**src/logic/bias_routing_pkg.sv**
```systemverilog
// constants and carrier types for the excitation routing and bias select registers
// assumes a register port that delivers one byte-wide access per cycle
package bias_routing_pkg;

    localparam int unsigned  ADDR_W                = 8;
    localparam int unsigned  DATA_W                = 8;
    localparam int unsigned  SEL_W                 = 4;
    localparam int unsigned  NUM_ROUTED_INPUTS     = 7;
    localparam int unsigned  NUM_BIASED_INPUTS     = 6;

    // register offsets
    localparam logic [7:0]   ROUTING_ADDR          = 8'h07;
    localparam logic [7:0]   BIAS_ADDR             = 8'h08;

    // reset values
    localparam logic [7:0]   ROUTING_RESET         = 8'hFF;
    localparam logic [7:0]   BIAS_RESET            = 8'h00;

    // field positions
    localparam int unsigned  SECOND_SEL_LSB        = 4;
    localparam int unsigned  FIRST_SEL_LSB         = 0;
    localparam int unsigned  BIAS_COMMON_BIT       = 6;
    localparam int unsigned  BIAS_RESERVED_BIT     = 7;

    // highest legal routing code, above it the source goes nowhere
    localparam logic [3:0]   MAX_INPUT_CODE        = 4'h6;

    // one register access from the serial interface logic
    typedef struct packed {
        logic                valid;
        logic                write;
        logic [7:0]          addr;
        logic [7:0]          wdata;
    } reg_req_s;

    // switch controls for the analog front end: one-hot or zero per source route, any mix of bias enables
    typedef struct packed {
        logic [6:0]          first_source_route;
        logic [6:0]          second_source_route;
        logic [5:0]          bias_to_inputs;
        logic                bias_to_common_input;
    } analog_ctrl_s;

endpackage

```
**src/logic/route_decoder.sv**
```systemverilog
// one 4-bit routing code to one-hot input switch enables
// assumes a code from a register on the same clock
`timescale 1ns/1ps
`default_nettype none
module route_decoder #(
    parameter int unsigned SEL_WIDTH = 4,
    parameter int unsigned OUTPUTS   = 7
) (
    // code in
    input  wire logic [SEL_WIDTH-1:0] code,
    // one-hot out, all zero for codes beyond the last input
    output logic      [OUTPUTS-1:0]   onehot
);
    // elaboration check: every output needs a code of its own
    if (OUTPUTS > (1 << SEL_WIDTH)) begin : g_bad_width
        $error("route_decoder: too many outputs for code width");
    end

    // codes past the last input connect nothing, so an idle source stays open
    always_comb begin
        onehot = '0;
        for (int i = 0; i < int'(OUTPUTS); i++) begin
            if (code == SEL_WIDTH'(i)) onehot[i] = 1'b1;
        end
    end
endmodule
`default_nettype wire

```
**src/logic/excitation_bias_routing_regs.sv**
```systemverilog
// routing register for two matched current sources and bias select register
// assumes the serial interface logic presents decoded accesses on core_clk
// assumes that logic runs on core_clk, so no access input needs a synchroniser
// Function
// - routing register at 07h, read/write, resets to FFh
// - bits 3:0 route the first source with the same encoding
// - bias register at 08h, read/write, resets to 00h, all open
// - bias bit 6 connects the bias voltage to the common input
// - bias bits 0..5 connect the bias voltage to inputs 0..5
// - any combination of bias bits may be set together
`timescale 1ns/1ps
`default_nettype none

module excitation_bias_routing_regs #(
    // number of analog inputs a current source can be steered to
    parameter int unsigned ROUTED_INPUTS = bias_routing_pkg::NUM_ROUTED_INPUTS,
    // number of plain analog inputs the bias voltage can reach
    parameter int unsigned BIASED_INPUTS = bias_routing_pkg::NUM_BIASED_INPUTS,
    // width of one routing code field
    parameter int unsigned SEL_WIDTH     = bias_routing_pkg::SEL_W
) (
    // clock and reset
    input  wire logic                           core_clk,
    input  wire logic                           rst,
    // register access
    input  wire bias_routing_pkg::reg_req_s     req,
    output logic [bias_routing_pkg::DATA_W-1:0] rdata,
    output logic                                rvalid,
    // analog switch controls
    output var bias_routing_pkg::analog_ctrl_s  analog_ctrl
);
    import bias_routing_pkg::*;

    ////////////////////////////////////////////////////////////////////////////////
    // elaboration checks
    // the switch carrier in the package has fixed field widths, so a count
    // that differs from it cannot be served without changing the package too
    if (ROUTED_INPUTS != NUM_ROUTED_INPUTS) begin : g_bad_routed
        $error("routed input count does not match the switch carrier");
    end

    if (BIASED_INPUTS != NUM_BIASED_INPUTS) begin : g_bad_biased
        $error("biased input count does not match the switch carrier");
    end

    // the two code fields must fill the routing byte exactly
    if (2 * SEL_WIDTH != DATA_W) begin : g_bad_sel
        $error("two routing fields must fill one register byte");
    end

    // a code field must be wide enough to name every routed input
    if (ROUTED_INPUTS > (1 << SEL_WIDTH)) begin : g_bad_code
        $error("routing code too narrow for the routed input count");
    end

    // plain bias bits, the common bit and the reserved bit fill one byte
    if (BIASED_INPUTS + 2 != DATA_W) begin : g_bad_bias
        $error("bias fields must fill one register byte");
    end

    ////////////////////////////////////////////////////////////////////////////////
    // storage, one flip-flop group per register field

    // routing fields
    logic [SEL_WIDTH-1:0]       second_sel_q;
    logic [SEL_WIDTH-1:0]       first_sel_q;

    // bias fields
    logic [BIASED_INPUTS-1:0]   bias_inputs_q;
    logic                       bias_common_q;
    logic                       bias_reserved_q;

    // whole-byte views of the two registers for read back
    logic [DATA_W-1:0]          routing_view;
    logic [DATA_W-1:0]          bias_view;

    // decoded accesses
    logic                       wr_routing;
    logic                       wr_bias;
    logic                       rd_any;
    logic [DATA_W-1:0]          rd_data_d;

    // decoder outputs, one-hot or all zero
    logic [ROUTED_INPUTS-1:0]   first_route;
    logic [ROUTED_INPUTS-1:0]   second_route;

    ////////////////////////////////////////////////////////////////////////////////
    // access decode
    // the access port gives one request per cycle, so a write and a read
    // never meet in one cycle and need no priority between them
    assign wr_routing = req.valid && req.write && (req.addr == ROUTING_ADDR);
    assign wr_bias    = req.valid && req.write && (req.addr == BIAS_ADDR);
    assign rd_any     = req.valid && !req.write;

    ////////////////////////////////////////////////////////////////////////////////
    // routing register

    // second source code in the upper field
    always_ff @(posedge core_clk or posedge rst) begin
        if (rst) begin
            second_sel_q <= ROUTING_RESET[SECOND_SEL_LSB +: SEL_WIDTH];
        end else if (wr_routing) begin
            second_sel_q <= req.wdata[SECOND_SEL_LSB +: SEL_WIDTH];
        end
    end

    // first source code in the lower field
    always_ff @(posedge core_clk or posedge rst) begin
        if (rst) begin
            first_sel_q <= ROUTING_RESET[FIRST_SEL_LSB +: SEL_WIDTH];
        end else if (wr_routing) begin
            first_sel_q <= req.wdata[FIRST_SEL_LSB +: SEL_WIDTH];
        end
    end

    // both fields read back as one byte
    assign routing_view = {second_sel_q, first_sel_q};

    ////////////////////////////////////////////////////////////////////////////////
    // bias register

    // plain input enables; any mix may be set at once
    always_ff @(posedge core_clk or posedge rst) begin
        if (rst) begin
            bias_inputs_q <= BIAS_RESET[BIASED_INPUTS-1:0];
        end else if (wr_bias) begin
            bias_inputs_q <= req.wdata[BIASED_INPUTS-1:0];
        end
    end

    // common input enable
    always_ff @(posedge core_clk or posedge rst) begin
        if (rst) begin
            bias_common_q <= BIAS_RESET[BIAS_COMMON_BIT];
        end else if (wr_bias) begin
            bias_common_q <= req.wdata[BIAS_COMMON_BIT];
        end
    end

    // reserved bit is kept as written so a read shows what software wrote;
    // it drives no switch, so a stray one does no harm to the front end
    always_ff @(posedge core_clk or posedge rst) begin
        if (rst) begin
            bias_reserved_q <= BIAS_RESET[BIAS_RESERVED_BIT];
        end else if (wr_bias) begin
            bias_reserved_q <= req.wdata[BIAS_RESERVED_BIT];
        end
    end

    // the whole byte for read back
    assign bias_view = {bias_reserved_q, bias_common_q, bias_inputs_q};

    ////////////////////////////////////////////////////////////////////////////////
    // read port

    // read data select; unmapped offsets read zero rather than stale data
    always_comb begin
        rd_data_d = '0;
        case (req.addr)
            ROUTING_ADDR: rd_data_d = routing_view;
            BIAS_ADDR:    rd_data_d = bias_view;
            default:      rd_data_d = '0;
        endcase
    end

    // read data taken one cycle after the request and held until the next
    // read, so a slow consumer may pick it up late
    always_ff @(posedge core_clk or posedge rst) begin
        if (rst) begin
            rdata <= '0;
        end else if (rd_any) begin
            rdata <= rd_data_d;
        end
    end

    // one-cycle marker that rdata has just been loaded
    always_ff @(posedge core_clk or posedge rst) begin
        if (rst) begin
            rvalid <= 1'b0;
        end else begin
            rvalid <= rd_any;
        end
    end

    ////////////////////////////////////////////////////////////////////////////////
    // code decoders for the two sources

    // first source
    route_decoder #(
        .SEL_WIDTH (SEL_WIDTH),
        .OUTPUTS   (ROUTED_INPUTS)
    ) u_first_decoder (
        .code      (first_sel_q),
        .onehot    (first_route)
    );

    // second source, same encoding as the first
    route_decoder #(
        .SEL_WIDTH (SEL_WIDTH),
        .OUTPUTS   (ROUTED_INPUTS)
    ) u_second_decoder (
        .code      (second_sel_q),
        .onehot    (second_route)
    );

    ////////////////////////////////////////////////////////////////////////////////
    // switch controls
    // registered so the analog side sees glitch-free levels while the
    // decoders settle; this costs one cycle of latency after a write
    always_ff @(posedge core_clk or posedge rst) begin
        if (rst) begin
            analog_ctrl <= '0;
        end else begin
            analog_ctrl.first_source_route   <= first_route;
            analog_ctrl.second_source_route  <= second_route;
            analog_ctrl.bias_to_inputs       <= bias_inputs_q;
            analog_ctrl.bias_to_common_input <= bias_common_q;
        end
    end

endmodule

`default_nettype wire

```
**config.mk**
```make
export PLATFORM = sky130hd
export DESIGN_NAME = excitation_bias_routing_regs
export DESIGN_NICKNAME = d
export VERILOG_FILES = /design/src/logic/bias_routing_pkg.sv /design/src/logic/route_decoder.sv /design/src/logic/excitation_bias_routing_regs.sv
export SDC_FILE = /design/constraint.sdc
export NUM_CORES = 1
export LEC_CHECK = 0
export ABC_AREA = 1
export BUFFER_PORTS_ARGS = -buffer_cell sky130_fd_sc_hd__buf_2
export CAP_MARGIN = 20
export CORE_ASPECT_RATIO = 0.6
export CORE_MARGIN = 5
export CORE_UTILIZATION = 55
export DETAILED_ROUTE_END_ITERATION = 8
export MAX_ROUTING_LAYER = met4
export PLACE_DENSITY = 0.83
export SYNTH_ARGS = -nofsm -noshare
export SYNTH_HDL_FRONTEND = slang
export SYNTH_SLANG_ARGS = --single-unit
```
**constraint.sdc**
```tcl
create_clock -name core_clk -period 1.8 [get_ports core_clk]
set_input_delay 0.27 -clock core_clk [delete_from_list [all_inputs] [get_ports core_clk]]
set_output_delay 0.27 -clock core_clk [all_outputs]
set_load 0.01 [all_outputs]
```
* Word-level counts from Yosys, hierarchy flattened
Cells that the tools add are included.
** Operators by class
- Reduce and logical (&&, ||, !) cells :: 7
- Eq/ne operators :: 14
- Muxes and demuxes :: 15
** Operators with widths (count)
- 4-bit by 3-bit equality test with 1-bit output, second input constant :: 6
- 4-bit by 2-bit equality test with 1-bit output, second input constant :: 4
- 8-bit case mux with 2 select lines :: 1
- 1-bit 2-to-1 mux :: 14
- 4-bit by 1-bit equality test with 1-bit output, second input constant :: 2
- 8-bit by 3-bit equality test with 1-bit output, second input constant :: 1
- 8-bit by 4-bit equality test with 1-bit output, second input constant :: 1
- 4-bit logical NOT :: 2
- 1-bit logical AND :: 4
- 1-bit logical NOT :: 1
** Storage, ports and cells
- Output and inout port bits :: 30
- Logic and storage cells :: 47
- Register bits :: 46
- Input bits :: 20

* Depth between registers and ports, before layout
Gate-level depths: netlist of the first run.
- Depth after elaboration :: 2
- Depth in mapped cells :: 8
- Depth with buffers taken out :: 7

* By module
Synthesis of the first run repeated with hierarchy kept, for this count alone.
** Second synthesis, totals
- Cells, all modules :: 196
- Area total of the unflattened synthesis :: 1941.9 sq um
** Modules (own cells, without submodules)
- excitation_bias_routing_regs :: times used 1, cells each 162, area each 1809.2 sq um
- route_decoder :: times used 2, cells each 17, area each 66.3 sq um

* Least setup slack after synthesis of the first run
OpenSTA, ideal clock, no wires.
- Path kind :: in2reg
- From :: input req[14] (netlist name)
- To :: register bias_inputs_q[0]
- Setup slack :: 0.720 ns
- Cell stages on the path :: 7
- Data arrival time :: 0.962 ns
- Library setup time :: 0.118 ns
- Required time :: 1.682 ns
- Buffers on the path :: 1
- Path through :: inv_1 > nand2_1 > nor2_8 > nand3_4 > buf_6 > nand2_2 > o21ai_2
** On the way
- Cells in the longest elaborated chain, start to end :: 2
** Ends and longest elaborated chain
- start: declaration :: RTL line excitation_bias_routing_regs.sv:26 : input wire bias_routing_pkg::reg_req_s req,
- 8-bit by 4-bit equality test with 1-bit output :: RTL line excitation_bias_routing_regs.sv:92 : assign wr_bias = req.valid && req.write && (req.addr == BIAS_ADDR);
- 1-bit logical AND :: RTL line excitation_bias_routing_regs.sv:92
- end signal: assignment :: RTL line excitation_bias_routing_regs.sv:125 : bias_inputs_q <= BIAS_RESET[BIASED_INPUTS-1:0];
- end signal: assignment :: RTL line excitation_bias_routing_regs.sv:127 : bias_inputs_q <= req.wdata[BIASED_INPUTS-1:0];
- end: declaration :: RTL line excitation_bias_routing_regs.sv:69 : logic [BIASED_INPUTS-1:0] bias_inputs_q;
Every way passes these cells.
A chain may end at the register's enable or synchronous reset.

* Final worst setup path of the first run
- From :: register rdata[7] (netlist name)
- To :: output rdata[7] (netlist name)
** RTL lines
- start: declaration :: RTL line excitation_bias_routing_regs.sv:27 : output logic [bias_routing_pkg::DATA_W-1:0] rdata,
- start signal: assignment :: RTL line excitation_bias_routing_regs.sv:172 : rdata <= rd_data_d;
No word-level cell between the ends.

==> flow_summary.toml, run 1 <==
[timing]
fin_crit_sh_pct = 60.7
rsz0062_at_grt = "false"
final-hold-violation-count = 18
maxSlewViolCount = 0
worst_pin_slew_ns = 0.668
hold-worst-slack_ns = -0.0122
report.final.setup_viol = 0
fin_skew_ns = 0.00290
fmax_ghz = 0.915
min_period_ns = 1.09
tns_ns = 0
max_slew_margin_pct = 55.2

[synthesis]
syn_inst = 186
avgSynthCellArea_um2 = 10.3
syn_area_um2 = 1910
ys_types = 14
yosysWarningCount = 0
syn_nets = 206
yosysSeqAreaShare_pct = 60.8
synth_seq_cells = 46

[placement]
dp_hpwl_um = 2800
io_buffers = 49
dpl_cell_area_um2 = 2200
gp_congestion = 0.829

[drt]
num_vias = 1411
final_antenna_net_count = 0
viasPerCell = 4.93
wl_per_cell_um = 13.0
drt_iter0_drc = 91
firstDrtPassIters = 4
remaining_drc_errors = 0
wl_um = 3720

[global_route]
grt_max_degree = 29
track_usage_pct = 17.7
grt_antenna_before_repair = 0
grt_pass1_wl_um = 6460
grt_pass1_vias = 1359
overflow = 0

[clocking]
clkTransAtPathRegs_ns = 0.08
post_cts_buffers = 0
numCtsBuffers = 5
cts_tree = "yes"
hold_buffers = 0
cts_root_buf = "clkbuf_8"
insertion_delay_ns = 0.28
clock_sinks = 46
cts.repair.resized = 0
ctsLongestPathBuffers = 2
htree_levels = 2

[run_status]
status = "finished with violations"
violations = "negative hold slack"

[worst_setup_path]
cp_slowest_cell = "dfrtp_1"
crit_fanout = 2
crit_family = "flip-flops"
max_stage_delay_ns = 0.39
reg2reg_to = "analog_ctrl[17]$_DFF_PP0_"
cp-startpoint = "rdata[7]$_DFFE_PP0P_"
worstPathArrival_ns = 0.82
cp_num_buf_inv = 1
crit_path_end_kind = "output port"
reg2regPathDepth = 2
reg2reg_slack_ns = 0.78
path_cells = "buf_2"
required_ns = 1.53
worstSetupStartpointType = "register"
rr_startpoint = "first_sel_q[0]$_DFFE_PP1P_"
crit_type = "register to output port"

[floorplan]
die_area_um2 = 4790
boundaryPins = 50
start_util_pct = 57.8
fp-row-count = 16
core-area_um2 = 3300
fp.dieW_um = 86.1
fp.dieH_um = 55.7

[pwr]
p_per_area_nw_per_um2 = 828
p_leak_nw = 1.28
peakVddDrop_mv = 0.620
power.total_mw = 1.91

[worst_hold_path]
worstHoldPathType = "input pin to async pin"

[finish]
syn_to_final_growth_pct = 20.8
design_area_um2 = 2310
finalNetCount = 260
drive_gt1_share_pct = 40.2
n_antenna_cell = 0

[flow_run]
cap_viol_max_count = 0
## Yosys cell counts
master    n  area (um2)
nor3_1   14        70.1
o21ai_2  16         140
nand2_2   7        43.8
dfstp_2   8         210
or2_2     2        12.5
nor2_4    2        22.5
nand2_1  50         188
buf_6     3        33.8
inv_1    26        97.6
nand3_1  16        80.1
nor2_2    1        6.26
nand3_4   2        35.0
nor2_8    1        20.0
dfrtp_1  38         951
## final cells by class
| class | instances | area (um2) |
|---|---|---|
| flip-flops and latches | 46 | 1160 |
| fillers | 250 | 995 |
| multi-input cells | 111 | 618 |
| repair buffers | 50 | 265 |
| clock buffers | 8 | 110 |
| inverters | 26 | 97.6 |
| well taps | 45 | 56.3 |
## power by group
part	leakage (nW)	internal, mW	switching (mW)
sequential	0.601	1.06	0.0164
clock	0.0575	0.387	0.313
combinational	0.617	0.0487	0.0859
total	1.28	1.50	0.415
## registers in the layout, indices dropped and copies added, names as in the netlist
signal / flops
bias_common_q: 1
rvalid: 1
bias_reserved_q: 1
analog_ctrl: 21
bias_inputs_q: 6
first_sel_q: 4
rdata: 8
second_sel_q: 4
## cells in the final DEF (no fill, tap or decap)
cell / n
buf_12: 1
buf_2: 49
clkbuf_8: 8
clkinv_1: 1
dfrtp_1: 38
dfstp_2: 8
inv_1: 25
nand2_1: 50
nand2_2: 7
nand3_1: 16
nand3_4: 2
nor2_2: 1
nor2_4: 2
nor2_8: 1
nor3_1: 14
o21ai_2: 16
or2_2: 2
## per-layer routing
| layer | up-vias | wire length (um) | GRT usage [%] |
|---|---|---|---|
| met3 | 2 | 281 | 4.73 |
| met5 | - | 0 | - |
| met1 | 662 | 1770 | 26.4 |
| met2 | 56 | 1660 | 23.6 |
| li1 | 691 | - | - |
| met4 | 0 | 17 | 4.74 |
## stage by stage
step	setup slack, ns	utilization, %	cells
finish	0.707	69.9	286
global route	0.616	69.9	286
CTS	0.706	69.9	286
detailed placement	0.422	66.6	278
global placement	0.472	66.6	278
floorplan	0.455	-	186
## worst max path at each step
| stage | endpoint | cells after the start |
|---|---|---|
| 4_1_cts | rdata[7] | 1 |
| 5_1_grt | bias_inputs_q[3]$_DFFE_PP0P_ | 7 |
| 6_report | rdata[7] | 1 |
| 2_1_floorplan | analog_ctrl[0]$_DFF_PP0_ | 1 |
| 3_3_place_gp | bias_reserved_q$_DFFE_PP0P_ | 7 |
| 3_5_place_dp | bias_inputs_q[3]$_DFFE_PP0P_ | 7 |
## cell families (layout without fill, tap and decap cells)
| family | after synthesis | in the layout | synth area share [%] |
|---|---|---|---|
| AND/OR/NAND/NOR | 95 | 95 | 25.0 |
| AO/OA/AOI/OAI | 16 | 16 | 7.33 |
| buffers and inverters | 29 | 84 | 6.88 |
| flip-flops | 46 | 46 | 60.8 |
No activity file was read; power rests on OpenSTA's default activity.
==> inputs of run 2 (changes only) <==
CORE_UTILIZATION = 51   (was 55)
PLACE_DENSITY = 0.77   (was 0.83)
clock period = 1.1 ns   (was 1.8 ns; I/O delays follow)
==> run 2 against run 1 <==
  * The flow now finishes without violations
  * Hold slack gained 0.13 ns
  * Global-route usage down 1.2 points
  * Clock skew up 0.0051 ns
  * Sequential cell count did not move
  * Worst setup slack got worse by 0.63 ns
  * Non-clock buffer count up 6
  * Highest routed layer unchanged
==> flow_summary.toml, run 2 (synthesis gave the netlist of run 1 again) <==
[worst_setup_path]
required_ns = 0.94
reg2reg_slack_ns = 0.09
cp_slowest_cell = "dfrtp_1"
crit_path_end_kind = "output port"
cp-startpoint = "rdata[5]$_DFFE_PP0P_"
max_stage_delay_ns = 0.40
crit_fanout = 2
rr_startpoint = "first_sel_q[1]$_DFFE_PP1P_"
path_cells = "buf_2"
reg2reg_to = "analog_ctrl[16]$_DFF_PP0_"
worstSetupStartpointType = "register"
crit_family = "flip-flops"
reg2regPathDepth = 2
cp_num_buf_inv = 1
worstPathArrival_ns = 0.85
crit_type = "register to output port"

[clocking]
ctsLongestPathBuffers = 2
clock_sinks = 46
cts_root_buf = "clkbuf_8"
numCtsBuffers = 5
clkTransAtPathRegs_ns = 0.09
insertion_delay_ns = 0.30
cts_tree = "yes"
htree_levels = 2

[drt]
wl_per_cell_um = 12.6
remaining_drc_errors = 0
firstDrtPassIters = 4
drt_iter0_drc = 64
final_antenna_net_count = 0
wl_um = 3720
num_vias = 1365
viasPerCell = 4.64

[finish]
largest_reg_flops = 21
final_common_cell = "nand2_1"
largest_register = "analog_ctrl"
final_cell_mix = "50 x nand2_1, 49 x buf_2, 38 x dfrtp_1, 25 x inv_1"
n_antenna_cell = 0
finalNonFillerCells = 294
syn_to_final_growth_pct = 22.7
drive_gt1_share_pct = 41.7
design_area_um2 = 2340
utilization_pct = 64.5
reg_top3 = "analog_ctrl: 21 flops, rdata: 8 flops, bias_inputs_q: 6 flops"
finalNetCount = 266
fillCellCount = 287

[worst_hold_path]
worstHoldPathType = "input pin to register"
hold_start = "req[6]"
min_to = "second_sel_q[2]$_DFFE_PP1P_"
whs_path_depth = 3

[global_route]
grt_pass1_vias = 1294
grt_pass1_wl_um = 6130
grt_max_degree = 47
grt_antenna_before_repair = 0
overflow = 0
track_usage_pct = 16.4

[floorplan]
start_util_pct = 52.5
die_area_um2 = 5110
fp-row-count = 17
fp.dieH_um = 57.4
core-area_um2 = 3640
boundaryPins = 50
fp.dieW_um = 89.0

[pwr]
p_leak_nw = 1.29
p_per_area_nw_per_um2 = 1300
peakVddDrop_mv = 0.838

[run_status]
status = "finished clean"

[timing]
report.final.setup_viol = 0
min_period_ns = 1.02
fin_skew_ns = 0.00800
max_slew_margin_pct = 81.2
final-hold-violation-count = 0
fin_crit_sh_pct = 92.7
worst_pin_slew_ns = 0.281
tns_ns = 0
maxSlewViolCount = 0
timing.final.ws_setup_ns = 0.0802
fmax_ghz = 0.981
rsz0062_at_grt = "false"

[placement]
io_buffers = 49
gp_congestion = 0.785
dp.cells = 285
dpl_cell_area_um2 = 2240
place_worst_setup_slack_ns = -0.00940
dp_hpwl_um = 2700

[flow_run]
cap_viol_max_count = 0
[run 2: repair_timing]
item	in CTS	in global routing
gates resized for setup	0	0
setup buffers	0	0
hold endpoints to repair	38	0
hold buffers	1	0
[run 2: layout make-up]
type                    instances  area, um2  share of cell area (%)
multi-input cells             111        618                    26.4
flip-flops and latches         46       1160                    49.5
inverters                      26        101                    4.32
repair buffers                 56        313                    13.3
well taps                      47       58.8                    2.51
clock inverters                 3       23.8                    1.01
clock buffers                   5       68.8                    2.93
[run 2: worst min-delay path, stage by stage]
cell and delay [ns]:
buf_2 0.09, inv_1 0.09, o21ai_2 0.07
[run 2: how the worst max path moves through the flow]
stage | endpoint | slack (ns) | cells after the start
finish | rdata[5] | 0.08 | 1
global route | analog_ctrl[16]$_DFF_PP0_ | 0.0002 | 2
CTS | rdata[4] | 0.07 | 1
detailed placement | bias_inputs_q[3]$_DFFE_PP0P_ | -0.009 | 7
global placement | second_sel_q[3]$_DFFE_PP1P_ | 0.01 | 7
floorplan | bias_inputs_q[0]$_DFFE_PP0P_ | 0.13 | 7
[run 2: layer usage]
layer | vias to the layer above | wire (um) | track usage [%]
met5 | - | 0 | -
met4 | 0 | 26 | 4.46
met3 | 3 | 334 | 5.19
met2 | 42 | 1440 | 20.0
met1 | 610 | 1920 | 25.7
li1 | 710 | - | -
[run 2: report_power, final]
group | total (mW) | internal (mW) | switching, mW
Sequential | 1.76 | 1.73 | 0.0252
Combinational | 0.237 | 0.0898 | 0.148
Clock | 1.06 | 0.455 | 0.602
Total | 3.05 | 2.28 | 0.775
[run 2: stage by stage]
stage	hold WS, ns	total power, mW
floorplan	0.179	1.92
global route	0.120	3.18
detailed placement	0.243	2.03
CTS	0.106	3.09
finish	0.114	3.05
global placement	0.236	2.03
==> inputs of run 3 (changes only) <==
CORE_MARGIN = default   (was 5)
CORE_UTILIZATION = 52   (was 51)
PLACE_DENSITY = 0.79   (was 0.77)
SYNTH_HIERARCHICAL = 1   (was default)
==> run 3 against run 2 <==
  * Register-to-register slack improved by 0.05 ns
  * Cell area is 1.0% higher
  * Combinational power up 3%
  * Clock power about the same
  * Synthesized area rose by 1.6%
  * Critical path depth unchanged
  * Sequential power about the same
  * Utilization rose by 5.1 points
  * Global-route usage up 6.3 points
  * First-iteration DRC count up 9.4%
  * Cell count increased by 2.4%
  * Sequential share of layout area decreased by 0.50 points
  * Largest cell class unchanged
==> flow_summary.toml, run 3 <==
[run_status]
status = "finished clean"

[worst_setup_path]
cp_num_buf_inv = 1
path_cells = "buf_2"
cp_slowest_cell = "dfrtp_1"
crit_type = "register to output port"
worstPathArrival_ns = 0.84
crit_fanout = 2
required_ns = 0.94
max_stage_delay_ns = 0.40
worstSetupStartpointType = "register"
crit_path_end_kind = "output port"
crit_family = "flip-flops"
reg2reg_slack_ns = 0.14

[synthesis]
synth.area.top_cells = "dfrtp_1 49%, nand2_1 11%, dfstp_2 11%, o21ai_2 7.2%, inv_1 4.4%"
yosysSeqAreaShare_pct = 59.8
synth_common_cells = "59 x nand2_1, 38 x dfrtp_1, 23 x inv_1"
ys_types = 13
avgSynthCellArea_um2 = 9.91
syn_nets = 216
ys.flop_type = "dfrtp_1"
async_reset_ff_share_pct = 100
yosysMostFrequentCell = "nand2_1"
syn_area_um2 = 1940
yosysWarningCount = 6
synth-edff-count = 0
syn_inst = 196
yosys.area.top_type = "dfrtp_1"
synth_seq_cells = 46
yosys.area.top_type_share_pct = 49.0

[drt]
wl_per_cell_um = 12.4
drt_iter0_drc = 70
num_vias = 1407
remaining_drc_errors = 0
firstDrtPassIters = 4
wl_um = 3730
viasPerCell = 4.67
final_antenna_net_count = 0

[pwr]
pwr-share-seq_pct = 57.7
power.internal_mw = 2.33
switching_share_pct = 23.6
power_frac_clock_pct = 34.3
p_comb_share_pct = 8.0
peakVddDrop_mv = 0.815
p_leak_nw = 1.33
p_per_area_nw_per_um2 = 1290
power_switching_mw = 0.719

[global_route]
met3_usage_pct = 5.61
track_usage_pct = 22.7
grt_max_degree = 22
global_route.usage.met1_pct = 34.6
overflow = 0
grt.busiest_layer = "met1"
grt_pass1_wl_um = 6380
grt_pass1_vias = 1379
grt_antenna_before_repair = 0
use_met2_pct = 30.0

[floorplan]
die_area_um2 = 3990
core-area_um2 = 3400
fp-row-count = 16
start_util_pct = 57.1
fp.dieW_um = 80.9
boundaryPins = 50
fp.dieH_um = 49.3

[timing]
final-hold-violation-count = 0
max_slew_margin_pct = 78.6
fin_skew_ns = 0.00793
fmax_ghz = 1.00
rsz0062_at_grt = "false"
report.final.setup_viol = 0
hold-worst-slack_ns = 0.0961
min_period_ns = 1.00
fin_crit_sh_pct = 90.9
worst_pin_slew_ns = 0.321
maxSlewViolCount = 0

[placement]
dp_hpwl_um = 2860
io_buffers = 49
gp_congestion = 0.771
dp.cells = 292

[clocking]
cts_root_buf = "clkbuf_8"
ctsLongestPathBuffers = 2
cts_tree = "yes"
clkTransAtPathRegs_ns = 0.08
hold_buffers = 1
clock_sinks = 46
cts.repair.resized = 0
htree_levels = 2
numCtsBuffers = 5
insertion_delay_ns = 0.29
post_cts_buffers = 0

[finish]
final_common_cell = "nand2_1"
n_antenna_cell = 0
largest_reg_flops = 21
fillCellCount = 260
drive_gt1_share_pct = 41.4
syn_to_final_growth_pct = 22.0
reg_top3 = "analog_ctrl: 21 flops, rdata: 8 flops, bias_inputs_q: 6 flops"
finalNetCount = 275
final_cell_mix = "59 x nand2_1, 49 x buf_2, 38 x dfrtp_1, 22 x inv_1"
utilization_pct = 69.6
finalNonFillerCells = 301
largest_register = "analog_ctrl"

[flow_run]
cap_viol_max_count = 0

[worst_hold_path]
worstHoldPathType = "input pin to register"
-- run 3: cell count changes after synthesis, sizes merged --
cell	before	now
nand2	57	67
nor3	14	0
inv	26	28
nor2	4	18
or2	2	0
-- run 3: layout make-up --
class	count	area (um2)	area share [%]
Clock buffer	6	82.6	3.49
Clock inverter	2	12.5	0.528
Tap cell	45	56.3	2.38
Sequential cell	46	1160	49.0
Multi-Input combinational cell	119	642	27.1
Timing Repair Buffer	55	305	12.9
Inverter	28	109	4.60
-- run 3: power groups by stage --
stage	sequential, mW	combinational, mW	clock (mW)
final	1.76	0.244	1.05
after global routing	1.76	0.277	1.15
after CTS	1.76	0.248	1.09
after global placement	1.79	0.241	0
after detailed placement	1.79	0.245	0
after floorplan	1.80	0.135	0
-- run 3: routing by layer --
| layer | up-vias | routed length, um |
|---|---|---|
| li1 | 717 | - |
| met1 | 636 | 1970 |
| met2 | 52 | 1510 |
| met3 | 2 | 222 |
| met4 | 0 | 26 |
| met5 | - | 0 |
-- run 3: path summary, 6_finish.rpt --
path	from	to	cells after the start
worst max-delay path	rdata[5]$_DFFE_PP0P_	rdata[5]	1
worst min-delay path	req[16]	rvalid$_DFF_PP0_	2
worst max register to register	second_sel_q[2]$_DFFE_PP1P_	rdata[6]$_DFFE_PP0P_	4
worst min register to register	bias_inputs_q[0]$_DFFE_PP0P_	analog_ctrl[1]$_DFF_PP0_	0
max in group asynchronous	rst	first_sel_q[3]$_DFFE_PP1P_	4
min in group asynchronous	rst	rdata[7]$_DFFE_PP0P_	3
-- run 3: stage by stage --
stage / power [mW] / TNS, ns / setup WS [ns] / cell area [um2]
detailed placement: 2.04 / -0.0314 / -0.0149 / 2260
global route: 3.19 / 0 / 0.0640 / 2370
finish: 3.05 / 0 / 0.0997 / 2370
floorplan: 1.93 / 0 / 0.134 / 1950
global placement: 2.03 / 0 / 0.0000679 / 2260
CTS: 3.09 / 0 / 0.0886 / 2370
-- run 3: cell families after synthesis --
kind of cell / after synthesis / share of synthesized area, %
flip-flops: 46 / 59.8
buffers and inverters: 31 / 7.15
AO/OA/AOI/OAI: 16 / 7.22
AND/OR/NAND/NOR: 103 / 25.8
